## src/shared/nfc_cfg_pkg.sv

```systemverilog
/*
 * constants and carriers for the front-end
 * configuration register bank.
 * assumes one 100 MHz clock, AHB-Lite access.
 */
`default_nettype none

package nfc_cfg_pkg;

    // =========================================
    // register indices; byte address = 4*index
    localparam logic [7:0] IDX_CRC_HIGH  = 8'h21;
    localparam logic [7:0] IDX_CRC_LOW   = 8'h22;
    localparam logic [7:0] IDX_DRV_OFF   = 8'h23;
    localparam logic [7:0] IDX_TX_PHASE  = 8'h25;
    localparam logic [7:0] IDX_RF_CFG    = 8'h26;

    // =========================================
    // reset values
    localparam logic [7:0] RST_CRC       = 8'hFF;
    localparam logic [7:0] RST_DRV_OFF   = 8'h88;
    localparam logic [7:0] RST_TX_PHASE  = 8'h87;
    localparam logic [7:0] RST_RF_CFG    = 8'h48;

    // =========================================
    // field positions
    localparam int UNMOD_LSB   = 4;
    localparam int MOD_LSB     = 0;
    localparam int COND_MSB    = 3;
    localparam int DEMOD_BIT   = 7;
    localparam int AMP_BIT     = 7;
    localparam int GAIN_LSB    = 4;
    localparam int SENS_LSB    = 0;

    // =========================================
    // receiver gain figures in dB
    localparam logic [5:0] GAIN_18DB = 6'h12;
    localparam logic [5:0] GAIN_23DB = 6'h17;
    localparam logic [5:0] GAIN_33DB = 6'h21;
    localparam logic [5:0] GAIN_38DB = 6'h26;
    localparam logic [5:0] GAIN_43DB = 6'h2B;
    localparam logic [5:0] GAIN_48DB = 6'h30;

    localparam logic [1:0] HTRANS_NONSEQ = 2'h2;

    // =========================================
    // carriers
    typedef struct packed {
        logic [3:0] unmod;
        logic [3:0] modul;
    } cond_s;

    typedef struct packed {
        logic       amp_en;
        logic [2:0] gain_sel;
        logic [5:0] gain_db;
        logic [3:0] sens;
    } rx_cfg_s;

endpackage

`default_nettype wire

```

## src/logic/nfc_cfg_regs.sv

```systemverilog
/*
 * configuration register bank of the card-emulation
 * front end: crc result bytes, n-driver conductance,
 * transmit bit-phase delay and receiver settings.
 * assumes an AHB-Lite master on clk and a crc engine,
 * driver control and carrier tick on the same clock.
 */
`timescale 1ns/100ps
`default_nettype none

module nfc_cfg_regs
    import nfc_cfg_pkg::*;
(
    // clock and reset
    input  wire logic        clk,
    input  wire logic        sys_rst,
    // ahb-lite slave
    input  wire logic        hsel,
    input  wire logic [31:0] haddr,
    input  wire logic [1:0]  htrans,
    input  wire logic        hwrite,
    input  wire logic [2:0]  hsize,
    input  wire logic [31:0] hwdata,
    input  wire logic        hready,
    output logic             hreadyout,
    output logic             hresp,
    output logic [31:0]      hrdata,
    // crc engine
    input  wire logic        crc_load,
    input  wire logic [15:0] crc_value,
    input  wire logic        crc_done_flag,
    output logic             crc_valid,
    // driver control
    input  wire logic        soft_power_down,
    input  wire logic        driver_off,
    input  wire cond_s       on_conductance,
    output cond_s            drive_conductance,
    // transmit timing
    input  wire logic        carrier_tick,
    input  wire logic        tx_request,
    output logic             tx_start,
    output logic             tx_waiting,
    // receiver
    output logic             demod_clock_from_field,
    output rx_cfg_s          rx_cfg
);

    // =========================================
    // bus slave
    logic       dp_write;
    logic [7:0] dp_idx;
    logic       ap_take;
    logic [7:0] ap_idx;
    logic       wr_drv;
    logic       wr_phase;
    logic       wr_rf;

    logic [7:0] crc_result_high;
    logic [7:0] crc_result_low;
    logic [7:0] driver_off_conductance;
    logic [7:0] tx_bit_phase_ctrl;
    logic [7:0] rf_receiver_config;
    logic [7:0] next_drv;
    logic [7:0] next_phase;
    logic [7:0] next_rf;
    logic [7:0] next_crc_hi;
    logic [7:0] next_crc_lo;
    logic [7:0] rd_byte;

    // no wait states: every access completes OKAY
    assign hreadyout = 1'b1;
    assign hresp     = 1'b0;

    assign ap_take = hsel && hready && htrans == HTRANS_NONSEQ;
    // upper address bits above the window alias nothing
    assign ap_idx  = (haddr[31:10] == 22'h0) ? haddr[9:2] : 8'h00;

    always_ff @(posedge clk) begin
        if (sys_rst) begin
            dp_write <= 1'b0;
            dp_idx   <= 8'h00;
        end else if (hready) begin
            dp_write <= ap_take && hwrite;
            dp_idx   <= ap_idx;
        end
    end

    assign wr_drv    = dp_write && dp_idx == IDX_DRV_OFF;
    assign wr_phase  = dp_write && dp_idx == IDX_TX_PHASE;
    assign wr_rf     = dp_write && dp_idx == IDX_RF_CFG;

    // =========================================
    // next values, shared by update and read path
    always_comb begin
        next_drv    = wr_drv   ? hwdata[7:0] : driver_off_conductance;
        next_phase  = wr_phase ? hwdata[7:0] : tx_bit_phase_ctrl;
        next_rf     = wr_rf    ? hwdata[7:0] : rf_receiver_config;
        next_crc_hi = crc_load ? crc_value[15:8] : crc_result_high;
        next_crc_lo = crc_load ? crc_value[7:0] : crc_result_low;
    end

    always_ff @(posedge clk) begin
        if (sys_rst) begin
            driver_off_conductance <= RST_DRV_OFF;
        end else begin
            driver_off_conductance <= next_drv;
        end
    end

    always_ff @(posedge clk) begin
        if (sys_rst) begin
            tx_bit_phase_ctrl <= RST_TX_PHASE;
        end else begin
            tx_bit_phase_ctrl <= next_phase;
        end
    end

    always_ff @(posedge clk) begin
        if (sys_rst) begin
            rf_receiver_config <= RST_RF_CFG;
        end else begin
            rf_receiver_config <= next_rf;
        end
    end

    // crc result bytes follow only the engine
    always_ff @(posedge clk) begin
        if (sys_rst) begin
            crc_result_high <= RST_CRC;
            crc_result_low  <= RST_CRC;
        end else begin
            crc_result_high <= next_crc_hi;
            crc_result_low  <= next_crc_lo;
        end
    end

    // read data sampled at the address phase from next
    // values, so a read right after a write sees it
    always_comb begin
        unique case (ap_idx)
            IDX_CRC_HIGH: rd_byte = next_crc_hi;
            IDX_CRC_LOW:  rd_byte = next_crc_lo;
            IDX_DRV_OFF:  rd_byte = next_drv;
            IDX_TX_PHASE: rd_byte = next_phase;
            IDX_RF_CFG:   rd_byte = next_rf;
            default:      rd_byte = 8'h00;
        endcase
    end

    always_ff @(posedge clk) begin
        if (sys_rst) begin
            hrdata <= 32'h0;
        end else if (ap_take && !hwrite) begin
            hrdata <= {24'h0, rd_byte};
        end
    end

    always_ff @(posedge clk) begin
        if (sys_rst) begin
            crc_valid <= 1'b0;
        end else begin
            crc_valid <= crc_done_flag;
        end
    end

    // =========================================
    // driver conductance
    cond_s next_cond;

    always_comb begin
        if (driver_off) begin
            next_cond.unmod = driver_off_conductance[UNMOD_LSB +: 4];
            next_cond.modul = driver_off_conductance[MOD_LSB +: 4];
        end else begin
            next_cond = on_conductance;
        end
        if (soft_power_down) begin
            next_cond.unmod[COND_MSB] = 1'b1;
            next_cond.modul[COND_MSB] = 1'b1;
        end
    end

    always_ff @(posedge clk) begin
        if (sys_rst) begin
            drive_conductance <= '0;
        end else begin
            drive_conductance <= next_cond;
        end
    end

    // =========================================
    // receiver settings
    logic [5:0] gain_db;

    always_comb begin
        unique case (rf_receiver_config[GAIN_LSB +: 3])
            3'h0, 3'h2: gain_db = GAIN_18DB;
            3'h1, 3'h3: gain_db = GAIN_23DB;
            3'h4:       gain_db = GAIN_33DB;
            3'h5:       gain_db = GAIN_38DB;
            3'h6:       gain_db = GAIN_43DB;
            3'h7:       gain_db = GAIN_48DB;
        endcase
    end

    always_ff @(posedge clk) begin
        if (sys_rst) begin
            rx_cfg                 <= '0;
            demod_clock_from_field <= 1'b0;
        end else begin
            rx_cfg.amp_en   <= rf_receiver_config[AMP_BIT];
            rx_cfg.gain_sel <= rf_receiver_config[GAIN_LSB +: 3];
            rx_cfg.gain_db  <= gain_db;
            rx_cfg.sens     <= rf_receiver_config[SENS_LSB +: 4];
            demod_clock_from_field <= tx_bit_phase_ctrl[DEMOD_BIT];
        end
    end

    // =========================================
    // transmit bit-phase delay in carrier cycles;
    // the same extension serves every mode, which is
    // what lines up 106k passive and card-mode bits
    typedef enum logic [0:0] {TX_IDLE, TX_WAIT} tx_state_e;
    tx_state_e  tx_state;
    logic [6:0] tx_left;

    always_ff @(posedge clk) begin
        if (sys_rst) begin
            tx_state <= TX_IDLE;
            tx_left  <= 7'h00;
            tx_start <= 1'b0;
        end else begin
            tx_start <= 1'b0;
            unique case (tx_state)
                TX_IDLE: begin
                    if (tx_request) begin
                        tx_left  <= tx_bit_phase_ctrl[6:0];
                        tx_state <= TX_WAIT;
                    end
                end
                TX_WAIT: begin
                    if (tx_left == 7'h00) begin
                        tx_start <= 1'b1;
                        tx_state <= TX_IDLE;
                    end else if (carrier_tick) begin
                        tx_left <= tx_left - 7'h01;
                    end
                end
            endcase
        end
    end

    assign tx_waiting = tx_state == TX_WAIT;

    // =========================================
    // checks
    logic [7:0] tick_cnt;
    logic [6:0] tx_goal;

    always_ff @(posedge clk) begin
        if (sys_rst) begin
            tick_cnt <= 8'h00;
            tx_goal  <= 7'h00;
        end else if (tx_state == TX_IDLE) begin
            tick_cnt <= 8'h00;
            tx_goal  <= tx_bit_phase_ctrl[6:0];
        end else if (carrier_tick && tx_left != 7'h00) begin
            tick_cnt <= tick_cnt + 8'h01;
        end
    end

    AST_CRC_HI_RESET: assert property (
        @(posedge clk) $fell(sys_rst) |-> crc_result_high == RST_CRC
    ) else $error("crc high not all ones after reset");

    AST_CRC_LO_RESET: assert property (
        @(posedge clk) $fell(sys_rst) |-> crc_result_low == RST_CRC
    ) else $error("crc low not all ones after reset");

    AST_DRV_RESET: assert property (
        @(posedge clk) $fell(sys_rst) |-> driver_off_conductance == RST_DRV_OFF
    ) else $error("conductance reset value wrong");

    AST_CRC_LOAD: assert property (
        @(posedge clk) disable iff (sys_rst)
        crc_load |=> {crc_result_high, crc_result_low} == $past(crc_value)
    ) else $error("crc bytes not loaded");

    AST_CRC_RO: assert property (
        @(posedge clk) disable iff (sys_rst)
        (dp_write && dp_idx == IDX_CRC_LOW && !crc_load) |=> $stable(crc_result_low)
    ) else $error("crc low changed by write");

    AST_PD_FORCE: assert property (
        @(posedge clk) disable iff (sys_rst)
        soft_power_down |=> drive_conductance.unmod[3] && drive_conductance.modul[3]
    ) else $error("power-down msb not forced");

    AST_OFF_SELECT: assert property (
        @(posedge clk) disable iff (sys_rst)
        (driver_off && !soft_power_down && !sys_rst) |=>
        drive_conductance == $past(driver_off_conductance)
    ) else $error("off fields not applied");

    AST_ON_SELECT: assert property (
        @(posedge clk) disable iff (sys_rst)
        (!driver_off && !soft_power_down) |=> drive_conductance == $past(on_conductance)
    ) else $error("on fields not applied");

    AST_DEMOD_CLK: assert property (
        @(posedge clk) disable iff (sys_rst)
        !sys_rst && tx_bit_phase_ctrl[7] |=> demod_clock_from_field
    ) else $error("demod clock source wrong");

    AST_TX_DELAY: assert property (
        @(posedge clk) disable iff (sys_rst)
        tx_start |-> tick_cnt == {1'b0, tx_goal}
    ) else $error("transmit delay count wrong");

    AST_TX_ZERO: assert property (
        @(posedge clk) disable iff (sys_rst)
        (tx_state == TX_IDLE && tx_request && tx_bit_phase_ctrl[6:0] == 7'h00)
        |=> ##1 tx_start
    ) else $error("zero delay start late");

    AST_AMP: assert property (
        @(posedge clk) disable iff (sys_rst)
        rf_receiver_config[7] |=> rx_cfg.amp_en
    ) else $error("level amp not enabled");

    AST_GAIN_LOW: assert property (
        @(posedge clk) disable iff (sys_rst)
        rf_receiver_config[6] == 1'b0 && rf_receiver_config[4] == 1'b0 |=> rx_cfg.gain_db == GAIN_18DB
    ) else $error("gain code 0/2 wrong");

    AST_GAIN_TOP: assert property (
        @(posedge clk) disable iff (sys_rst)
        rf_receiver_config[6:4] == 3'h7 |=> rx_cfg.gain_db == GAIN_48DB
    ) else $error("gain code 7 wrong");

    AST_SENS: assert property (
        @(posedge clk) disable iff (sys_rst)
        !sys_rst |-> ##1 rx_cfg.sens == $past(rf_receiver_config[3:0])
    ) else $error("sensitivity not passed");

    COV_DRV_WRITE: cover property (@(posedge clk) disable iff (sys_rst) wr_drv);
    COV_CRC_LOAD: cover property (@(posedge clk) disable iff (sys_rst) crc_load ##1 crc_valid);
    COV_TX_DELAY: cover property (@(posedge clk) disable iff (sys_rst)
        tx_request ##[1:200] tx_start);
    COV_PD_OFF: cover property (@(posedge clk) disable iff (sys_rst)
        soft_power_down && driver_off);

endmodule

`default_nettype wire

```

## config.mk

```make
export PLATFORM = sky130hd
export DESIGN_NAME = nfc_cfg_regs
export DESIGN_NICKNAME = d
export VERILOG_FILES = /design/src/shared/nfc_cfg_pkg.sv /design/src/logic/nfc_cfg_regs.sv
export SDC_FILE = /design/constraint.sdc
export NUM_CORES = 1
export LEC_CHECK = 0
export ABC_AREA = 1
export ABC_CLOCK_PERIOD_IN_PS = 1500
export BUFFER_PORTS_ARGS = -buffer_cell sky130_fd_sc_hd__buf_2
export CORE_MARGIN = 5
export CORE_UTILIZATION = 44
export DETAILED_ROUTE_END_ITERATION = 12
export GPL_TIMING_DRIVEN = 1
export PLACE_DENSITY_LB_ADDON = 0.3
export SYNTH_ARGS = -nofsm -noshare
export SYNTH_HDL_FRONTEND = slang
export SYNTH_SLANG_ARGS = --single-unit
```

## constraint.sdc

```tcl
create_clock -name clk -period 1.5 [get_ports clk]
set_input_delay 0.225 -clock clk [delete_from_list [all_inputs] [get_ports clk]]
set_output_delay 0.225 -clock clk [all_outputs]
set_load 0.05 [all_outputs]
```

==> results.md, run 1 <==
- Max Clock Freq: 595 MHz
- Final period utilization: 1.12
- Per-cell routed wire length: 12.8 um
- Worst EP required: around 1.8 ns
- Clock power share: 0.326
- Synthesis-stage register bit count: about 90
- CP Launch Type: flip-flop
- Sw Pwr: 1570 uW
- Post-Syn Instances: a little under 600
- GRT busiest layer: met2
- Min-Delay Path Class: in2reg
- Total CTS buffers: 9
- Internal: 3560 uW
- Switching Share: 0.305
- Die Y: 108 um
- Number of max-cap violations: 0
- Register-to-Register Path Depth: 10
- Die ar.: 11,700 um^2
- Fin. max-slew vios: 0
- DR vias/cell: 4.81
- Final ANT Viol Nets: 0
- Final WS setup: -0.180 ns
- Layout Skew: 0.0117 ns
- Clock sinks: 89
- Sequential power share: 0.491
- Yosys cell types: 36
- GRT Overall Usage: 0.188
- Vias in the first global route: 3,960
- Syn Area/Cell: 7.25 um^2
- GRT overflow: 0
- Crit path kind: reg2reg
- DIE WIDTH: 108 um
- Initial DRC count: 210
- WL final: ~11,000 um
- Clock root buffer: clkbuf_8
- CTS tree: built
- Hold Path Origin: crc_done_flag
- Failing checks: negative setup slack
- Met2 Use GR: 0.302
- M3 GR Usage: 0.0436
- IO Count: 164
- Final GP Congestion: 0.947
- RSZ-0062 raised after global routing: true
- Hold EP: crc_valid
- Worst stage delay on the critical path: approximately 0.34 ns
- Largest net degree at the start of global routing: 40
- Post-CTS Hold Buffers: 0
- Final number of hold-violating endpoints: 0
- P_leak: 0.00283 uW
- First-pass GRT wire length: 17,700 um
- Fillers: 855
- Post-layout min period: 1.68 ns
- Clock tree buffer depth: 2
- Post-placement cell area: 5230 um^2
- DRC errors left: 0
- Port bufs: 108
- Worst r2r src: dp_idx[6]
- Worst slack, placed: -0.343 ns
- Peak supply drop: 456 uV
- Placement Rows: 35
- CP Max Fanout: 7
- Worst path arrival time: 1.93 ns
- Fin nets: 852
- Via Count: ~4,200
- Total chip power: 5130 uW
- Seq/Total Area, Yosys: 0.419
- Yosys warnings: 0
- Design Area, Final: between 5000 and 6000 um^2
- Worst-path cell chain: nor4_4, buf_6, nand3_4, buf_6, nand2_2, nand2_1, nand3_1, nand2_1, nor2_1, a21oi_2
- Initial antenna violation count: 0
- Critical Path Slowest Stage Cell: dfxtp_2
- Clock slew at reported path FFs: 0.09 ns
- Core Util, Final: 0.617
- PwrDens: around 900 nW/um^2
- P&R area growth vs syn: 35.5%
- 1st-pass router iterations: 5
- Core box area: 9330 um^2
- Crit. End Element: flip-flop
- Clk Latency, worst-skew pair: 0.37 ns
- Worst R2R Setup Slack: -0.18 ns
- Gate power share: 0.183
- WHS Path Cells: 3
- Initial Utilization: 0.455
- Reg2reg end: hrdata[6]
- H-tree levels: 3
- Status: complete, but fails checks
- DP HPWL: 8470 um
- Final Setup Violations: 10
- Post-Syn Area: 4250 um^2
- Share of layout cells above drive strength 1: 0.366
- Met1 Resource Use GR: 0.254
==> per-layer routing <==
metal / up-vias / wire length [um]
li1: 2170 / -
met1: 1903 / 5120
met2: 138 / 5220
met3: 13 / 814
met4: 0 / 125
met5: - / 0
==> how the worst max path moves through the flow <==
stage / to / slack [ns] / depth (start not counted) / from
after CTS: hrdata[5] / -0.18 / 10 / dp_idx[5]
final: hrdata[6] / -0.18 / 10 / dp_idx[6]
after floorplan: hrdata[7] / -0.04 / 12 / haddr[23]
after global placement: hrdata[2] / -0.27 / 13 / haddr[31]
after detailed placement: hrdata[5] / -0.34 / 13 / haddr[25]
after global routing: hrdata[5] / -0.30 / 9 / dp_idx[6]
==> synth_stat cells <==
master,n,area (um^2)
a211oi_1,5,37.5
a21boi_0,1,7.51
a21oi_1,35,175
a21oi_2,3,26.3
a221oi_1,1,8.76
a31oi_1,2,12.5
and3_1,1,6.26
buf_2,4,20.0
buf_4,27,203
buf_6,3,33.8
clkbuf_1,14,52.6
clkinv_1,4,15.0
conb_1,2,7.51
dfxtp_1,89,1780
ha_1,4,50.1
inv_1,51,191
inv_2,2,7.51
mux2i_1,7,70.1
nand2_1,126,473
nand2_2,1,6.26
nand3_1,58,290
nand3_2,1,10.0
nand3_4,1,17.5
nand4_1,16,100
nor2_1,64,240
nor2_2,7,43.8
nor2_4,2,22.5
nor2_8,2,40.0
nor3b_1,1,7.51
nor4_1,1,6.26
nor4_2,2,25.0
o211ai_1,1,7.51
o21ai_0,43,215
or2_2,3,18.8
or2_4,1,8.76
xor2_1,1,8.76
==> power by group through the flow <==
stage	sequential (uW)	combinational, uW	clock (uW)
after global routing	2530	1020	1820
final	2520	941	1670
after detailed placement	2560	835	0
after global placement	2550	821	0
after CTS	2500	851	1700
after floorplan	2650	518	0
==> state kept, by name (all words and copies together) (netlist names) <==
| register | cells |
|---|---|
| crc_result_high | 8 |
| crc_valid | 1 |
| crc_result_low | 8 |
| demod_clock_from_field | 1 |
| tx_left | 7 |
| rx_cfg | 13 |
| driver_off_conductance | 8 |
| tx_waiting | 1 |
| rf_receiver_config | 8 |
| dp_write | 1 |
| tx_start | 1 |
| tx_bit_phase_ctrl | 8 |
| drive_conductance | 8 |
| dp_idx | 8 |
| hrdata | 8 |
==> logic make-up after synthesis <==
group / count (synthesis) / synth area share
muxes: 7 / 0.0165
adders and majority gates: 4 / 0.0118
AOI/OAI and AO/OA: 91 / 0.115
DFF: 89 / 0.419
and+or+nand+nor: 287 / 0.310
xor gates and xnor gates: 1 / 0.00206
other: 2 / 0.00177
buffers and inverters: 105 / 0.123
==> cell usage in the layout (no fill, tap or decap), drive strengths merged, types with 5 or more instances in the layout <==
cell and count:
a211oi 5, nand4 16, inv 55, dfxtp 89
buf 170, mux2i 7, conb 26, clkbuf 10
o21ai 43, clkinv 7, nand3 60, a21oi 38
nand2 127, nor2 75
==> cell type report <==
| cell class | count | area (um^2) | area share |
|---|---|---|---|
| diodes | 1 | 2.50 | 0.000435 |
| multi-input cells | 416 | 2290 | 0.399 |
| well taps | 129 | 161 | 0.0280 |
| flip-flops and latches | 89 | 1790 | 0.311 |
| clock buffers | 9 | 124 | 0.0215 |
| clock inverters | 7 | 77.6 | 0.0135 |
| inverters | 57 | 221 | 0.0385 |
| repair buffers | 171 | 1080 | 0.188 |
==> per-stage QoR <==
step / cells / hold slack [ns] / TNS (ns)
6_report: 879 / 0.0585 / -1.43
5_1_grt: 878 / 0.0675 / -3.14
4_1_cts: 874 / 0.0562 / -1.60
3_3_place_gp: 856 / 0.419 / -2.15
3_5_place_dp: 856 / 0.419 / -3.05
2_1_floorplan: 610 / 0.332 / -0.263
==> worst max-delay path: cells and delay by family (launching register included) <==
| kind | cells | cell delay (ns) |
|---|---|---|
| and+or+nand+nor | 7 | 0.80 |
| buffers and inverters | 2 | 0.35 |
| DFF | 1 | 0.34 |
| AOI/OAI and AO/OA | 1 | 0.06 |
==> what timing repair did <==
item                       4_1_cts  5_1_grt
gates cloned                     0        2
setup buffers                    2        5
setup endpoints to repair       25       36
pin swaps                       14       32
gates resized for setup         21       64
Note: power is estimated with default switching activity, not from simulation.
==> run 2, diff against run 1 <==
- ABC_AREA: 1 -> unset
- SKIP_CTS_REPAIR_TIMING: unset -> 1
==> run 2 against run 1 <==
  * The flow still finishes with violations (negative setup slack)
  * Routed wire length fell by 3.7%
  * Combinational power barely moved
  * Non-clock buffer count is 4 higher
  * Critical path type unchanged
  * Largest cell class unchanged
==> results.md, run 2 <==
- Fin. max-slew vios: 0
- Sequential power share: 0.481
- Asr flop ratio synth: 0
- First-pass GRT wire length: 17,000 um
- Post-Syn Instances: 441
- WHS Path Cells: 2
- Gate power share: 0.183
- Register-to-Register Path Depth: 6
- Initial DRC count: approximately 170
- P&R area growth vs syn: 37.3%
- Worst rel slew slack: 0.646
- Final WS setup: -0.686 ns
- Sw Pwr: 1570 uW
- Fillers: 766
- Number of max-cap violations: 0
- Syn Area/Cell: 9.14 um^2
- Clock root buffer: clkbuf_8
- Worst r2r src: dp_idx[7]
- Post-layout min period: between 2 and 2.5 ns
- Vias in the first global route: 3,617
- Worst EP required: between 1.5 and 2 ns
- CP Launch Type: flip-flop
- Most frequent cell after synthesis: dfxtp_1
- List of most frequent post-synthesis cells: dfxtp_1 (89), nor2_1 (48), a211oi_1 (35)
- Clk Latency, worst-skew pair: about 0.36 ns
- H-tree levels: 3
- Internal: 3600 uW
- Worst path arrival time: 2.44 ns
- Clock tree buffer depth: 2
- Largest net degree at the start of global routing: 59
- Seq/Total Area, Yosys: 0.442
- Initial Utilization: 0.445
- Per-cell routed wire length: between 15 and 20 um
- Die Y: ~110 um
- RSZ-0062 raised after global routing: true
- Final period utilization: 1.46
- ANT cells: 0
- Biggest register: rx_cfg
- Worst slack, placed: -0.656 ns
- Min-Delay Path Class: in2reg
- Hold EP: crc_valid
- Post-synth top flop: dfxtp_1
- Total CTS buffers: 9
- Share of layout cells above drive strength 1: 0.383
- Final Setup Violations: 32
- Worst R2R Setup Slack: -0.69 ns
- Post-synth top area cell: dfxtp_1
- Yosys warnings: 0
- Hold Path Origin: crc_done_flag
- Post-Syn Area: 4030 um^2
- Yosys cell types: 42
- Initial antenna violation count: 0
- Failing checks: negative setup slack
- Die ar.: between 10,000 and 15,000 um^2
- Final GP Congestion: approximately 0.79
- Status: complete, but fails checks
- Switching Share: 0.303
- Core box area: a little over 9000 um^2
- Crit path kind: reg2reg
- Register area: approximately 1800 um^2
- Most frequent cells in the layout: buf_2 (108), dfxtp_1 (87), buf_4 (61)
- CTS tree: built
- Synthesis-stage register bit count: 89
- Layout Skew: 0.0129 ns
- GRT overflow: 0
- DR vias/cell: 5.13
- WL final: around 11,000 um
- Worst-Margin Slew: 0.532 ns
- Max Clock Freq: roughly 460 MHz
- IO Count: 164
- Via Count: approximately 3,600
- GRT Overall Usage: 0.188
- Reg2reg end: hrdata[0]
- Share of the synthesized area in the top cell type: 0.442
- CP Max Fanout: 8
- Peak supply drop: between 400 and 500 uV
- Number of synthesized flops with an enable pin: 0
- Clock sinks: 89
- DP HPWL: between 7000 and 8000 um
- Crit. End Element: flip-flop
- Port bufs: 108
- Clock power share: 0.336
- Area contributors post-synth: dfxtp_1 (44%), mux2i_1 (8.2%), a211oi_1 (6.5%)
- Final ANT Viol Nets: 0
- Final number of hold-violating endpoints: 0
- Clock slew at reported path FFs: about 0.10 ns
- Multi-input gate area: 2270 um^2
- PwrDens: 934 nW/um^2
- Total chip power: 5170 uW
- Most common cell after layout, fill and taps aside: buf_2
- Fin nets: between 700 and 800
- Placement Rows: 35
- P_leak: 0.00232 uW
- 1st-pass router iterations: 5
- DIE WIDTH: roughly 110 um
- DRC errors left: 0
- Max reg flops: 13
-- run 2: changes by cell type after synthesis, sizes merged, moves of 26 or more --
cell	change
a211oi	+30
inv	-46
mux2i	+26
nand2	-113
nand3	-49
nor2	-27
nor2b	+31
o21ai	-32
-- run 2: power by group through the flow --
stage	clock, uW	combinational (uW)	sequential, uW
3_3_place_gp	0	863	2530
6_report	1740	944	2490
4_1_cts	1780	884	2480
3_5_place_dp	0	882	2530
5_1_grt	1880	1020	2500
2_1_floorplan	0	517	2610
-- run 2: metrics by stage --
step	util	setup TNS [ns]	hold slack, ns	instance area (um^2)	instances
final	0.610	-14.63	0.0771	5530	709
after global routing	0.610	-16.79	0.0854	5530	709
after CTS	0.573	-13.71	0.0687	5190	704
after detailed placement	0.549	-13.25	0.452	4980	688
after global placement	0.549	-12.05	0.433	4980	688
after floorplan	-	-11.24	0.343	4120	465
-- run 2: critical path, cell delays in order, from the launching register on --
cell and delay (ns):
dfxtp_2 0.33, or4b_4 0.58, nor4_4 0.32, buf_12 0.18, mux2i_2 0.25, o21ai_1 0.12
o31a_1 0.31
-- run 2: final cells by class --
| cell class | count | area share |
|---|---|---|
| well taps | 111 | 0.0251 |
| clock inverters | 7 | 0.0154 |
| flip-flops and latches | 89 | 0.322 |
| repair buffers | 175 | 0.199 |
| inverters | 7 | 0.00475 |
| multi-input cells | 311 | 0.411 |
| clock buffers | 9 | 0.0224 |
-- run 2: worst max path at each step --
stage,startpoint,to,cells after the start
finish,dp_idx[7],hrdata[0],6
global route,dp_idx[7],hrdata[0],6
CTS,dp_idx[3],hrdata[7],6
detailed placement,dp_idx[3],hrdata[7],6
global placement,dp_idx[3],hrdata[7],6
floorplan,dp_idx[3],hrdata[5],5
-- run 2: cell families (layout without fill, tap and decap cells) --
| kind of cell | Yosys count | after routing | share of synthesized area |
|---|---|---|---|
| mux | 34 | 34 | 0.0847 |
| simple gates | 150 | 150 | 0.202 |
| other cells | 2 | 26 | 0.00186 |
| flops | 89 | 89 | 0.442 |
| xor+xnor | 1 | 1 | 0.00217 |
| compound gates | 95 | 96 | 0.164 |
| buf+inv | 66 | 198 | 0.0903 |
| fa+ha+maj | 4 | 4 | 0.0124 |
-- run 2: routing by layer --
metal	share of wire	GRT usage
met5	0	0
met2	0.49	0.320
met3	0.058	0.0349
met1	0.42	0.230
met4	0.027	0.0842
==> run 3, diff against run 2 <==
- TNS_END_PERCENT: unset -> 5
==> run 3 against run 2 <==
  * The run still ends with negative setup slack left
  * Clock skew is 0.0012 ns higher
  * Worst hold slack hardly changed
  * Clock-buffer cell count is 1 higher
  * Setup slack worse by 0.011 ns
  * Final area is 4.7% lower
  * Sequential power hardly changed
==> results.md, run 3 (synthesis results as in run 2) <==
- Design Area, Final: 5270 um^2
- Core box area: between 9000 and 10,000 um^2
- Worst stage delay on the critical path: between 0.5 and 0.6 ns
- Levels on crit path: 6
- First-pass GRT wire length: 17,300 um
- Max reg flops: 13
- Die Y: roughly 110 um
- DR vias/cell: 5.11
- 1st-pass router iterations: 4
- Failing checks: negative setup slack
- Critical path origin: dp_idx[3]
- Crit path kind: reg2reg
- Final WS setup: -0.697 ns
- Placement Rows: 35
- Post-placement cell area: 4960 um^2
- GRT overflow: 0
- Initial Utilization: 0.445
- Crit. End Element: flip-flop
- Layout Skew: 0.0141 ns
- Final ANT Viol Nets: 0
- Fin. max-slew vios: 0
- CTS tree: built
- Worst EP required: 1.76 ns
- DIE WIDTH: ~110 um
- Total CTS buffers: 9
- Critical Path Slowest Stage Cell: or4b_4
- Worst r2r src: dp_idx[3]
- Placed cell count: 685
- Die ar.: 11,200 um^2
- Max Clock Freq: 455 MHz
- Clock root buffer: clkbuf_8
- RSZ-0062 raised after global routing: true
- Initial antenna violation count: 0
- Most common cell after layout, fill and taps aside: buf_2
- Fin nets: 693
- Final GP Congestion: around 0.83
- P_leak: 0.00228 uW
- PwrDens: between 900 and 1000 nW/um^2
- Final Setup Violations: 32
- Worst R2R Setup Slack: -0.70 ns
- Worst-path cell chain: or4b_4, nor4b_4, buf_6, mux2i_1, a211oi_1, o31a_1
- Finished Layout Cells: 701
- Status: complete, but fails checks
- GRT Overall Usage: 0.192
- Most frequent cells in the layout: buf_2 (108), dfxtp_1 (87), buf_4 (55)
- Worst-Margin Slew: 0.520 ns
- Min-Delay Path Class: in2reg
- Largest net degree at the start of global routing: 70
- Clock slew at reported path FFs: approximately 0.090 ns
- Via Count: around 3,600
- Biggest register: rx_cfg
- P&R area growth vs syn: 30.8%
- Port bufs: ~110
- Clk Latency, worst-skew pair: 0.36 ns
- H-tree levels: 3
- WL final: 10,900 um
- Worst setup path endpoint: hrdata[7]
- DRC errors left: 0
- CP Max Fanout: 8
- DP HPWL: 8150 um
- Reg2reg end: hrdata[7]
- Clock tree buffer depth: 2
- Number of max-cap violations: 0
- Worst path arrival time: 2.45 ns
- CP Launch Type: flip-flop
- Worst rel slew slack: 0.653
- Peak supply drop: 418 uV
- Vias in the first global route: 3,552
- Initial DRC count: 162
- IO Count: 164
- Per-cell routed wire length: 15.5 um
- Final number of hold-violating endpoints: 0
- Register-to-Register Path Depth: 6
- Final period utilization: 1.46
- Clock sinks: between 80 and 90
- CP Buf/Inv Count: 1
- Critical path's top delay family: simple AND/OR/NAND/NOR gates
- Share of layout cells above drive strength 1: 0.347
- Post-layout min period: approximately 2.2 ns
- ANT cells: 0
## run 3: metal layers
layer	GRT usage	part of all wire	up-vias
li1	-	-	1784
met1	0.242	0.43	1656
met2	0.327	0.49	126
met3	0.0465	0.065	14
met4	0.0574	0.014	0
met5	0	0	-
## run 3: report_power, final
part	internal (uW)	switching, uW	total [uW]
logic	332	568	900
registers	2440	36.8	2480
clock network	945	885	1830
## run 3: final cells by class
class	instances	area [um^2]
fillers	855	3790
flip-flops and latches	89	1780
well taps	111	139
clock buffers	10	128
clock inverters	6	90.1
inverters	7	26.3
repair buffers	168	1040
multi-input cells	310	2070
## run 3: worst min-delay path by stage
stage,startpoint,endpoint,slack (ns),depth (start not counted)
global placement,crc_done_flag,crc_valid,0.43,2
global route,crc_value[0],crc_result_low[0],0.07,2
finish,crc_value[4],crc_result_low[4],0.08,2
detailed placement,crc_value[4],crc_result_low[4],0.45,2
CTS,crc_value[4],crc_result_low[4],0.07,2
floorplan,crc_value[0],crc_result_low[0],0.34,1
## run 3: metrics by stage
stage | hold WS, ns | TNS [ns] | utilization | worst slack (ns) | total power [uW]
after floorplan | 0.343 | -12.26 | - | -0.617 | 3130
after global placement | 0.433 | -12.29 | 0.547 | -0.605 | 3380
after detailed placement | 0.455 | -13.81 | 0.547 | -0.699 | 3410
after CTS | 0.0701 | -13.96 | 0.571 | -0.708 | 5220
after global routing | 0.0686 | -16.41 | 0.582 | -0.754 | 5410
final | 0.0770 | -14.05 | 0.582 | -0.697 | 5210
